[config.mk]
export PLATFORM = sky130hd
export DESIGN_NAME = tcp_channel
export DESIGN_NICKNAME = d
export VERILOG_FILES = /design/src/core/tcp_pkg.sv /design/src/core/tcp_channel.sv
export VERILOG_INCLUDE_DIRS = /design/src /design/src/core
export SDC_FILE = /design/constraint.sdc
export NUM_CORES = 1
export LEC_CHECK = 0
export ABC_AREA = 1
export BUFFER_PORTS_ARGS = -buffer_cell sky130_fd_sc_hd__buf_2
export CORE_MARGIN = 3
export CORE_UTILIZATION = 60
export DETAILED_ROUTE_END_ITERATION = 8
export PLACE_DENSITY = 0.78
export RECOVER_POWER = 25
export SLEW_MARGIN = 5
export SYNTH_ARGS = -nofsm -noshare
export SYNTH_HDL_FRONTEND = slang
export SYNTH_SLANG_ARGS = --single-unit
[constraint.sdc]
create_clock -name clk -period 7.69 [get_ports clk]
set_clock_uncertainty 0.05 [all_clocks]
set_input_delay 1.9225 -clock clk [delete_from_list [all_inputs] [get_ports clk]]
set_output_delay 1.9225 -clock clk [all_outputs]
set_load 0.01 [all_outputs]
[src/core/tcp_params.svh]
`ifndef TCP_PARAMS_SVH
`define TCP_PARAMS_SVH
// ==========================================================
// register offsets
`define TCP_ADDR_W       5
`define TCP_OFF_CTRL     5'h00
`define TCP_OFF_PERIOD   5'h04
`define TCP_OFF_CMP0     5'h08
`define TCP_OFF_CMP1     5'h0c
`define TCP_OFF_DT       5'h10
`define TCP_OFF_COUNT    5'h14
`define TCP_OFF_CAPTURE  5'h18
`define TCP_OFF_STATUS   5'h1c
// ==========================================================
// control fields
`define TCP_CTRL_RUN     0
`define TCP_CTRL_ONESHOT 1
`define TCP_CTRL_MODE_LO 2
`define TCP_CTRL_MODE_HI 4
`define TCP_CTRL_WIDE    5
`define TCP_CTRL_KILLT   6
`define TCP_CTRL_KILLC   7
`define TCP_CTRL_ENH     8
// ==========================================================
// reset values and widths
`define TCP_W            32
`define TCP_NARROW_MASK  32'h0000ffff
`define TCP_PERIOD_RST   32'h0000ffff
`define TCP_LFSR_SEED    32'h00000001
`define TCP_LFSR_TAPS    32'h80200003
`endif

[src/core/tcp_pkg.sv]
package tcp_pkg;
  // ==========================================================
  // channel modes
  typedef enum logic [2:0] {
    TCP_MODE_TIMER        = 3'b000,
    TCP_MODE_CAPTURE      = 3'b001,
    TCP_MODE_QUAD         = 3'b010,
    TCP_MODE_PWM          = 3'b011,
    TCP_MODE_PWM_DEADTIME = 3'b100,
    TCP_MODE_PWM_RANDOM   = 3'b101,
    TCP_MODE_SHIFT        = 3'b110
  } tcp_mode_e;

  // all state of the channel
  typedef struct packed {
    logic [31:0] ctrl;
    logic [31:0] period;
    logic [31:0] cmp0;
    logic [31:0] cmp1;
    logic [31:0] dt;
    logic [31:0] count;
    logic [31:0] capture;
    logic [31:0] lfsr;
    logic [15:0] dt_cnt;
    logic        raw_q;
    logic        line_t;
    logic        line_c;
    logic        halted;
    logic        cap_flag;
    logic        tc_flag;
    logic [1:0]  cap_s;
    logic        cap_q;
    logic [1:0]  qa_s;
    logic [1:0]  qb_s;
    logic        qa_q;
    logic        qb_q;
    logic [1:0]  kill_s;
    logic [31:0] rdata;
    logic        out_t;
    logic        out_c;
    logic        tc_pulse;
  } tcp_state_s;
endpackage

[src/core/tcp_channel.sv]
// Decided for this implementation: the strobed register port and the register offsets.
`timescale 1ns/1ps
`include "tcp_params.svh"
module tcp_channel
  import tcp_pkg::*;
(
  input  wire logic                     clk,
  input  wire logic                     resetn,
  input  wire logic                     count_en,
  input  wire logic                     capture_in,
  input  wire logic                     quad_a,
  input  wire logic                     quad_b,
  input  wire logic                     kill_in,
  input  wire logic [`TCP_ADDR_W-1:0]   addr,
  input  wire logic [31:0]              wdata,
  input  wire logic                     wr,
  input  wire logic                     rd,
  output logic      [31:0]              rdata,
  output logic                          pwm_true,
  output logic                          pwm_comp,
  output logic                          tc_pulse
);

  tcp_state_s s;
  tcp_state_s nx;

  // width mask for narrow channels
  function automatic logic [31:0] fit(input logic [31:0] v, input logic wide);
    fit = wide ? v : (v & `TCP_NARROW_MASK);
  endfunction

  // ==========================================================
  // next state
  always_comb begin
    logic [31:0] cnt_n;
    logic        wide;
    logic        run;
    logic        cap_ev;
    logic        qa_e;
    logic        qb_e;
    logic        raw;
    logic        fb;
    logic        kill;
    logic        pwm_mode;
    logic [15:0] dt_len;
    tcp_mode_e   mode;
    nx       = s;
    wide     = s.ctrl[`TCP_CTRL_WIDE];
    mode     = tcp_mode_e'(s.ctrl[`TCP_CTRL_MODE_HI:`TCP_CTRL_MODE_LO]);
    run      = s.ctrl[`TCP_CTRL_RUN] & ~s.halted;
    cnt_n    = s.count;
    raw      = s.raw_q;
    fb       = 1'b0;
    dt_len   = 16'h0000;
    nx.tc_pulse = 1'b0;
    // synchronisers for pins
    nx.cap_s  = {s.cap_s[0], capture_in};
    nx.qa_s   = {s.qa_s[0], quad_a};
    nx.qb_s   = {s.qb_s[0], quad_b};
    nx.kill_s = {s.kill_s[0], kill_in};
    nx.cap_q  = s.cap_s[1];
    nx.qa_q   = s.qa_s[1];
    nx.qb_q   = s.qb_s[1];
    cap_ev    = s.cap_s[1] & ~s.cap_q;
    qa_e      = s.qa_s[1] ^ s.qa_q;
    qb_e      = s.qb_s[1] ^ s.qb_q;
    kill      = s.kill_s[1];
    pwm_mode  = (mode == TCP_MODE_PWM) || (mode == TCP_MODE_PWM_DEADTIME) ||
                (mode == TCP_MODE_PWM_RANDOM);
    // counting per mode
    case (mode)
      TCP_MODE_QUAD: begin
        if (run && (qa_e || qb_e)) begin
          if ((s.qa_s[1] ^ s.qb_s[1]) ^ qa_e)
            cnt_n = s.count - 32'h1;
          else
            cnt_n = s.count + 32'h1;
        end
      end
      TCP_MODE_SHIFT: begin
        if (run && count_en) begin
          cnt_n = {s.count[30:0], s.qa_s[1]};
        end
      end
      default: begin
        if (run && count_en) begin
          if (s.count == s.period) begin
            nx.tc_pulse = 1'b1;
            nx.tc_flag  = 1'b1;
            cnt_n       = 32'h0;
            if (s.ctrl[`TCP_CTRL_ONESHOT]) begin
              nx.halted = 1'b1;
              cnt_n     = s.count;
            end
          end else begin
            cnt_n = s.count + 32'h1;
          end
        end
      end
    endcase
    nx.count = fit(cnt_n, wide);
    // lfsr advances on every enabled cycle while running, in every mode, quad included
    if (run && count_en) begin
      fb      = ^(s.lfsr & `TCP_LFSR_TAPS);
      nx.lfsr = {s.lfsr[30:0], fb};
    end
    // capture of count on event
    if (cap_ev && (mode == TCP_MODE_CAPTURE || mode == TCP_MODE_TIMER)) begin
      nx.capture  = s.count;
      nx.cap_flag = 1'b1;
    end
    // raw duty from compares
    if (mode == TCP_MODE_PWM_RANDOM)
      raw = fit(s.lfsr, wide) < s.cmp0;
    else if (mode == TCP_MODE_QUAD && s.ctrl[`TCP_CTRL_ENH])
      raw = (s.count >= s.cmp0) && (s.count < s.cmp1);
    else
      raw = s.count < s.cmp0;
    nx.raw_q = raw;
    // dead time length per edge
    if (mode == TCP_MODE_PWM_DEADTIME)
      dt_len = {8'h00, s.dt[7:0]};
    else if (mode == TCP_MODE_QUAD && s.ctrl[`TCP_CTRL_ENH])
      dt_len = raw ? s.dt[15:0] : s.dt[31:16];
    // outputs with offset between pair, both low for exactly dt_len cycles
    if (raw != s.raw_q && dt_len != 16'h0000) begin
      nx.line_t = 1'b0;
      nx.line_c = 1'b0;
      nx.dt_cnt = dt_len - 16'h0001;
    end else if (raw == s.raw_q && s.dt_cnt != 16'h0000) begin
      nx.dt_cnt = s.dt_cnt - 16'h0001;
    end else begin
      // zero dead time gives a plain complement
      nx.dt_cnt = 16'h0000;
      nx.line_t = raw;
      nx.line_c = ~raw;
    end
    // kill overrides in pwm modes
    if (pwm_mode && kill) begin
      nx.out_t = s.ctrl[`TCP_CTRL_KILLT];
      nx.out_c = s.ctrl[`TCP_CTRL_KILLC];
    end else if (pwm_mode || (mode == TCP_MODE_QUAD && s.ctrl[`TCP_CTRL_ENH])) begin
      nx.out_t = s.line_t;
      nx.out_c = s.line_c;
    end else begin
      nx.out_t = (mode == TCP_MODE_SHIFT) ? s.count[31] : 1'b0;
      nx.out_c = 1'b0;
    end
    // register writes
    if (wr) begin
      if (addr == `TCP_OFF_CTRL) begin
        nx.ctrl   = wdata;
        nx.halted = 1'b0;
      end else if (addr == `TCP_OFF_PERIOD) begin
        nx.period = fit(wdata, wide);
      end else if (addr == `TCP_OFF_CMP0) begin
        nx.cmp0 = fit(wdata, wide);
      end else if (addr == `TCP_OFF_CMP1) begin
        nx.cmp1 = fit(wdata, wide);
      end else if (addr == `TCP_OFF_DT) begin
        nx.dt = wdata;
      end else if (addr == `TCP_OFF_COUNT) begin
        nx.count = fit(wdata, wide);
      end else if (addr == `TCP_OFF_STATUS) begin
        // write one to clear, new event wins
        if (wdata[0] && !(cap_ev && (mode == TCP_MODE_CAPTURE || mode == TCP_MODE_TIMER)))
          nx.cap_flag = 1'b0;
        if (wdata[1] && !nx.tc_pulse)
          nx.tc_flag = 1'b0;
      end
    end
    // register reads, data next cycle
    nx.rdata = 32'h0;
    if (rd) begin
      if (addr == `TCP_OFF_CTRL)
        nx.rdata = s.ctrl;
      else if (addr == `TCP_OFF_PERIOD)
        nx.rdata = s.period;
      else if (addr == `TCP_OFF_CMP0)
        nx.rdata = s.cmp0;
      else if (addr == `TCP_OFF_CMP1)
        nx.rdata = s.cmp1;
      else if (addr == `TCP_OFF_DT)
        nx.rdata = s.dt;
      else if (addr == `TCP_OFF_COUNT)
        nx.rdata = s.count;
      else if (addr == `TCP_OFF_CAPTURE)
        nx.rdata = s.capture;
      else if (addr == `TCP_OFF_STATUS)
        nx.rdata = {28'h0, kill, s.halted, s.tc_flag, s.cap_flag};
    end
  end

  // ==========================================================
  // state register
  always_ff @(posedge clk or negedge resetn) begin
    if (!resetn) begin
      s        <= '0;
      s.period <= `TCP_PERIOD_RST;
      s.lfsr   <= `TCP_LFSR_SEED;
      s.line_c <= 1'b1;
    end else begin
      s <= nx;
    end
  end

  // outputs straight from flops
  assign rdata    = s.rdata;
  assign pwm_true = s.out_t;
  assign pwm_comp = s.out_c;
  assign tc_pulse = s.tc_pulse;

endmodule

==> results.sh, run 1 <==
export IMPL_coreArea_sq_um=33000
export IMPL_ctsHoldBuffers=0
export IMPL_cpMostUsedCell="nand2_1"
export IMPL_io_pins=81
export IMPL_hold_path_class="flop to flop"
export IMPL_floorplan_die_height_um=190
export IMPL_place_area_sq_um=20800
export IMPL_vias_per_cell=6.21
export IMPL_final_antenna_net_count=0
export IMPL_relSlewSlack_pct=-132
export IMPL_multiInputGateArea_sq_um=10300
export IMPL_reg2reg_from="s[295]$_DFFE_PN0P_"
export IMPL_numCtsBuffers=37
export IMPL_drc=0
export IMPL_cts_setup_buffers=0
export IMPL_crit_chain="inv_2, nor2_4, nand2_4, nor2_1, nand4_1, nor2_1, nand2_1, clkinv_1, nand3_1, nand2_2, nand2_4, nand2_2, o21ai_0, nor2_1, nor2_4, ha_1, nand2_1, nor2_1, nand2_1, nor2_2, a21boi_2, nand2_1, nand2_1"
export IMPL_final_area_sq_um=21900
export IMPL_dp_cells=3098
export IMPL_hold_viol_final=0
export IMPL_gr_total_overflow=0
export IMPL_synth_nets=2876
export IMPL_rows=66
export IMPL_tightest_slew_ns=3.48
export IMPL_layout_cells_non_filler=3163
export IMPL_finalCritPeriodShare_pct=68.4
export IMPL_min_path_cells=0
export IMPL_cts_max_level=2
export IMPL_layout_drive_gt1_share_pct=8.56
export IMPL_synth_commonest_cells="680 x nand2_1, 349 x o21ai_0, 306 x dfrtp_1"
export IMPL_dr_pass1_iters=8
export IMPL_nFillCells=2888
export IMPL_synth_top_flop_cell="dfrtp_1"
export IMPL_rsz0062_at_grt="false"
export IMPL_yosys_area_top_type_share_pct=37.5
export IMPL_grt_util_all_layers_pct=38.8
export IMPL_regArea_sq_um=8130
export IMPL_die_area_sq_um=36300
export IMPL_fin_crit_ns=5.26
export IMPL_yosysTopAreaCell="dfrtp_1"
export IMPL_clk_path_buf_depth=3
export IMPL_yosysSeqAreaShare_pct=39.8
export IMPL_insertion_delay_ns=0.55
export IMPL_drv_cap=2
export IMPL_io_buffers=80
export IMPL_status="finished, violations left"
export IMPL_slowest_stage="nor2_1"
export IMPL_vias=19635
export IMPL_ff2ff_path_depth=23
export IMPL_violations="capacitance limit, slew limit"
export IMPL_ys_ff_latch=324
export IMPL_die_w_um=190
export IMPL_synth_area_top_cells="dfrtp_1 37%, nand2_1 12%, o21ai_0 8.6%"
export IMPL_crit_type="flop to flop"
export IMPL_syn_to_final_growth_pct=7.36
export IMPL_dp_slack_ns=2.47
export IMPL_crit_arrival_ns=5.70
export IMPL_floorplan_initialDensity_pct=61.8
export IMPL_ys_types=55
export IMPL_slowest_delay_ns=1.11
export IMPL_async_reset_ff_share_pct=100
export IMPL_nNetsFinal=2841
export IMPL_ys_warn_count=0
export IMPL_grt_first_pass_wirelength_um=108000
export IMPL_power_leakage_nw=10.7
export IMPL_cts_resized_gates=0
export IMPL_grt_start_max_net_pins=133
export IMPL_yosysMostFrequentCell="nand2_1"
export IMPL_startpoint_type="flop"
export IMPL_cts_tree="yes"
export IMPL_hp_start="nx[45]$_DFF_PN0_"
export IMPL_wirelength_um=69600
export IMPL_wl_per_cell_um=22.0
export IMPL_fmax_mhz=190
export IMPL_synthCells=2730
export IMPL_setup_violations=0
export IMPL_powerDensity_nw_per_um2=311
export IMPL_hpwlAfterDp_um=51300
export IMPL_finalMaxSlewViolations=194
export IMPL_synth_edf_count=0
export IMPL_num_antenna_cells=0
export IMPL_cp_max_fo=20
export IMPL_worstSetupStartpoint="s[295]$_DFFE_PN0P_"
export IMPL_fin_tns_setup_ns=0
export IMPL_postLayoutCoreUtil_pct=66.4
export IMPL_antenna_found_initial=1
export IMPL_cts_sinks=324
export IMPL_syn_avg_cell_area_sq_um=7.48
export IMPL_peakVddDrop_mv=0.266
export IMPL_critPathCaptureType="flop"
export IMPL_drt_iter0_drc=2553
export IMPL_gp_congestion=0.969
export IMPL_setup_slack_ns=2.43
export IMPL_cts_root_buf="clkbuf_16"
export IMPL_grt_pass1_vias=18555
export IMPL_cp_required_ns=8.13
export IMPL_cts_clk_slew_worst_paths_ns=0.06
export IMPL_syn_area_sq_um=20400
## routing by layer
| layer | routed length, um | track usage (%) |
|---|---|---|
| met1 | 29700 | 56.9 |
| met2 | 28700 | 54.9 |
| met3 | 8730 | 11.9 |
| met4 | 2350 | 12.9 |
| met5 | 11 | 0 |
## cell usage in the layout, fill, tap and decap left out, types with 21 or more instances in the layout
| cell | n |
|---|---|
| o22ai_1 | 47 |
| buf_2 | 79 |
| a211oi_1 | 41 |
| nand2_1 | 676 |
| xnor2_1 | 22 |
| xor2_1 | 51 |
| o221ai_1 | 29 |
| clkbuf_16 | 39 |
| nor2_1 | 154 |
| o21ai_0 | 349 |
| ha_1 | 100 |
| a21oi_1 | 138 |
| nand3_1 | 98 |
| nor3_1 | 25 |
| o211ai_1 | 27 |
| inv_1 | 284 |
| nand4_1 | 36 |
| buf_4 | 21 |
| dfrtp_1 | 306 |
## state kept, by name, summed over array words and instances (netlist names)
signal	flops
s	282
rdata	32
nx	7
pwm_comp	1
pwm_true	1
tc_pulse	1
## per-stage QoR
stage / hold WS [ns] / power, mW
2_1_floorplan: 0.281 / 4.22
3_3_place_gp: 0.286 / 4.92
3_5_place_dp: 0.286 / 5.00
4_1_cts: 0.302 / 6.76
5_1_grt: 0.310 / 7.26
6_report: 0.300 / 6.82
## final timing paths
check                               endpoint  slack [ns]
max in group asynchronous  s[99]$_DFFE_PN0P_        2.70
hold reg to reg             nx[43]$_DFF_PN0_        0.30
setup reg to reg             s[65]$_DFF_PN0_        2.43
setup / recovery             s[65]$_DFF_PN0_        2.43
min in group asynchronous   nx[43]$_DFF_PN0_        2.44
hold / removal              nx[43]$_DFF_PN0_        0.30
## final cells by class
| cell class | count | share of cell area (%) |
|---|---|---|
| clock buffer | 56 | 5.06 |
| tap | 442 | 2.52 |
| timing repair buffer | 103 | 2.65 |
| clock inverter | 9 | 0.360 |
| sequential | 324 | 37.1 |
| multi-input combinational | 1922 | 47.1 |
| inverter | 307 | 5.26 |
## report_power, final
part / leakage (nW) / internal, mW / switching (mW)
clock network: 0.581 / 1.03 / 0.726
registers: 4.23 / 2.04 / 0.467
logic: 5.88 / 0.872 / 1.68
## kinds of logic after synthesis
kind of cell	count (synthesis)	share of synthesized area, %
buf+inv	484	9.71
fa+ha+maj	100	6.13
compound gates	681	19.0
flops	324	39.8
xor+xnor	73	3.13
simple gates	1068	22.2
## worst max-delay path, delay by kind of cell (launching register included)
kind                       cells  cell delay, ns
AOI/OAI and AO/OA              2            0.59
adders and majority gates      1            0.23
buffers and inverters          2            0.15
DFF                            1            0.44
and+or+nand+nor               18            3.74
Note: power is estimated with default switching activity, not from simulation.
==> inputs of run 2 (changes only) <==
==> constraint.sdc (replaced) <==
create_clock -name clk -period 5.15 [get_ports clk]
set_clock_uncertainty 0.05 [all_clocks]
set_input_delay 1.2875 -clock clk [delete_from_list [all_inputs] [get_ports clk]]
set_output_delay 1.2875 -clock clk [all_outputs]
set_load 0.01 [all_outputs]
==> run 2 against run 1 <==
  * Flip-flop and latch count did not move
  * Setup slack got worse by 1.8 ns
  * Register-to-register slack got worse by 1.8 ns
  * The flow still finishes with violations (capacitance limit, slew limit)
  * Critical endpoint is now s[67]$_DFF_PN0_
  * Highest routed layer unchanged
==> results.sh, run 2 (synthesized netlist as in run 1, its figures left out) <==
export IMPL_cts_resized_gates=0
export IMPL_grt_busiest_layer="met1"
export IMPL_vias_per_cell=6.23
export IMPL_dr_pass1_iters=7
export IMPL_grt_start_max_net_pins=107
export IMPL_crit_chain="inv_2, nor2_1, nand2_4, nor2_8, nand4_1, nor2_1, nand2_1, clkinv_1, nand3_1, nand2_2, nand2_4, nand2_2, o21ai_0, nor2_1, nor2_4, ha_1, nand2_1, nor2_1, nand2_1, nor2_2, a21boi_2, nand2_1, nand2_1"
export IMPL_setup_violations=0
export IMPL_cts_max_level=2
export IMPL_layout_common_cells="676 x nand2_1, 349 x o21ai_0, 306 x dfrtp_1"
export IMPL_violations="capacitance limit, slew limit"
export IMPL_peakVddDrop_mv=0.387
export IMPL_finalCritPeriodShare_pct=88.6
export IMPL_rsz0062_at_grt="false"
export IMPL_cpMostUsedCell="nand2_1"
export IMPL_slowest_stage="nor2_1"
export IMPL_final_antenna_net_count=0
export IMPL_antenna_found_initial=2
export IMPL_io_pins=81
export IMPL_reg2reg_from="s[295]$_DFFE_PN0P_"
export IMPL_fin_tns_setup_ns=0
export IMPL_powerDensity_nw_per_um2=467
export IMPL_grt_util_all_layers_pct=38.9
export IMPL_status="finished, violations left"
export IMPL_multiInputGateArea_sq_um=10300
export IMPL_critPathCaptureType="flop"
export IMPL_rows=66
export IMPL_gr_usage_met1_pct=57.5
export IMPL_cp_required_ns=5.59
export IMPL_ctsHoldBuffers=0
export IMPL_layout_commonest_cell="nand2_1"
export IMPL_cts_root_buf="clkbuf_16"
export IMPL_slowest_delay_ns=0.97
export IMPL_gr_usage_met3_pct=10.6
export IMPL_cp_max_fo=20
export IMPL_cts_clk_slew_worst_paths_ns=0.06
export IMPL_top_register="s"
export IMPL_wl_per_cell_um=22.1
export IMPL_hpwlAfterDp_um=50900
export IMPL_tightest_slew_ns=2.82
export IMPL_reg2reg_slack_ns=0.59
export IMPL_largest_register_ffs=282
export IMPL_regArea_sq_um=8130
export IMPL_grt_pass1_vias=18703
export IMPL_hold_path_class="flop to flop"
export IMPL_final_area_sq_um=22200
export IMPL_floorplan_die_height_um=190
export IMPL_cts_tree="yes"
export IMPL_vias=19848
export IMPL_fin_crit_ns=4.56
export IMPL_coreArea_sq_um=33000
export IMPL_num_antenna_cells=0
export IMPL_drc=0
export IMPL_layout_drive_gt1_share_pct=9.34
export IMPL_floorplan_initialDensity_pct=61.8
export IMPL_finalMaxSlewViolations=152
export IMPL_hold_viol_final=0
export IMPL_layout_cells_non_filler=3184
export IMPL_dp_cells=3116
export IMPL_clk_path_buf_depth=3
export IMPL_power_leakage_nw=10.8
export IMPL_drv_cap=2
export IMPL_gp_congestion=1.00
export IMPL_syn_to_final_growth_pct=8.55
export IMPL_place_area_sq_um=20900
export IMPL_nNetsFinal=2859
export IMPL_startpoint_type="flop"
export IMPL_wirelength_um=70400
export IMPL_crit_type="flop to flop"
export IMPL_cts_setup_buffers=0
export IMPL_insertion_delay_ns=0.56
export IMPL_worstSetupStartpoint="s[295]$_DFFE_PN0P_"
export IMPL_fmax_mhz=219
export IMPL_nFillCells=2863
export IMPL_gr_total_overflow=0
export IMPL_numCtsBuffers=37
export IMPL_cts_sinks=324
export IMPL_use_met2_pct=55.4
export IMPL_hp_start="nx[40]$_DFF_PN0_"
export IMPL_io_buffers=80
export IMPL_die_w_um=190
export IMPL_relSlewSlack_pct=-87.9
export IMPL_crit_arrival_ns=5.00
export IMPL_grt_first_pass_wirelength_um=109000
export IMPL_die_area_sq_um=36300
export IMPL_drt_iter0_drc=2798
==> run 2: changes by cell type in the layout (fill, tap and decap cells not counted), moves of 2 or more <==
cell,delta
clkbuf_1,-2
bufinv_16,+3
clkinv_2,+2
buf_4,+16
==> run 2: metal layers <==
metal | wire length, um | share of wire, % | vias up
li1 | - | - | 9036
met1 | 29700 | 42 | 9327
met2 | 29000 | 41 | 1291
met3 | 9290 | 13 | 192
met4 | 2360 | 3.4 | 2
met5 | 12 | 0.017 | -
==> run 2: cell type report <==
class                           instances  share of cell area [%]
Clock buffer                           52                    4.89
Sequential cell                       324                    36.7
Timing Repair Buffer                  121                    3.27
Tap cell                              442                    2.49
Multi-Input combinational cell       1922                    46.6
Clock inverter                         16                   0.881
Inverter                              307                    5.20
==> run 2: worst paths after layout <==
kind                                    end  depth (start not counted)
max                         s[67]$_DFF_PN0_                         23
min                        nx[37]$_DFF_PN0_                          0
max reg2reg                 s[67]$_DFF_PN0_                         23
min reg2reg                nx[37]$_DFF_PN0_                          0
max in group asynchronous  s[154]$_DFF_PN0_                          2
min in group asynchronous  nx[43]$_DFF_PN0_                          1
==> run 2: worst max-delay path: cells and delay by family (launching register included) <==
kind / cells / cell delay (ns)
AOI/OAI and AO/OA: 2 / 0.59
DFF: 1 / 0.42
buffers and inverters: 2 / 0.14
adders and majority gates: 1 / 0.18
and+or+nand+nor: 18 / 3.10
==> run 2: where the power goes <==
| part | internal, mW | switching (mW) |
|---|---|---|
| sequential | 3.05 | 0.587 |
| combinational | 1.34 | 2.58 |
| clock | 1.68 | 1.12 |
==> run 2: stage by stage <==
step | utilization (%) | power (mW) | setup slack, ns | hold slack, ns
6_report | 67.1 | 10.3 | 0.589 | 0.303
5_1_grt | 67.1 | 11.0 | 0.225 | 0.305
4_1_cts | 67.2 | 10.3 | 0.754 | 0.303
3_5_place_dp | 63.3 | 7.44 | 0.824 | 0.290
3_3_place_gp | 63.3 | 7.33 | 0.904 | 0.281
2_1_floorplan | - | 6.31 | 1.71 | 0.281
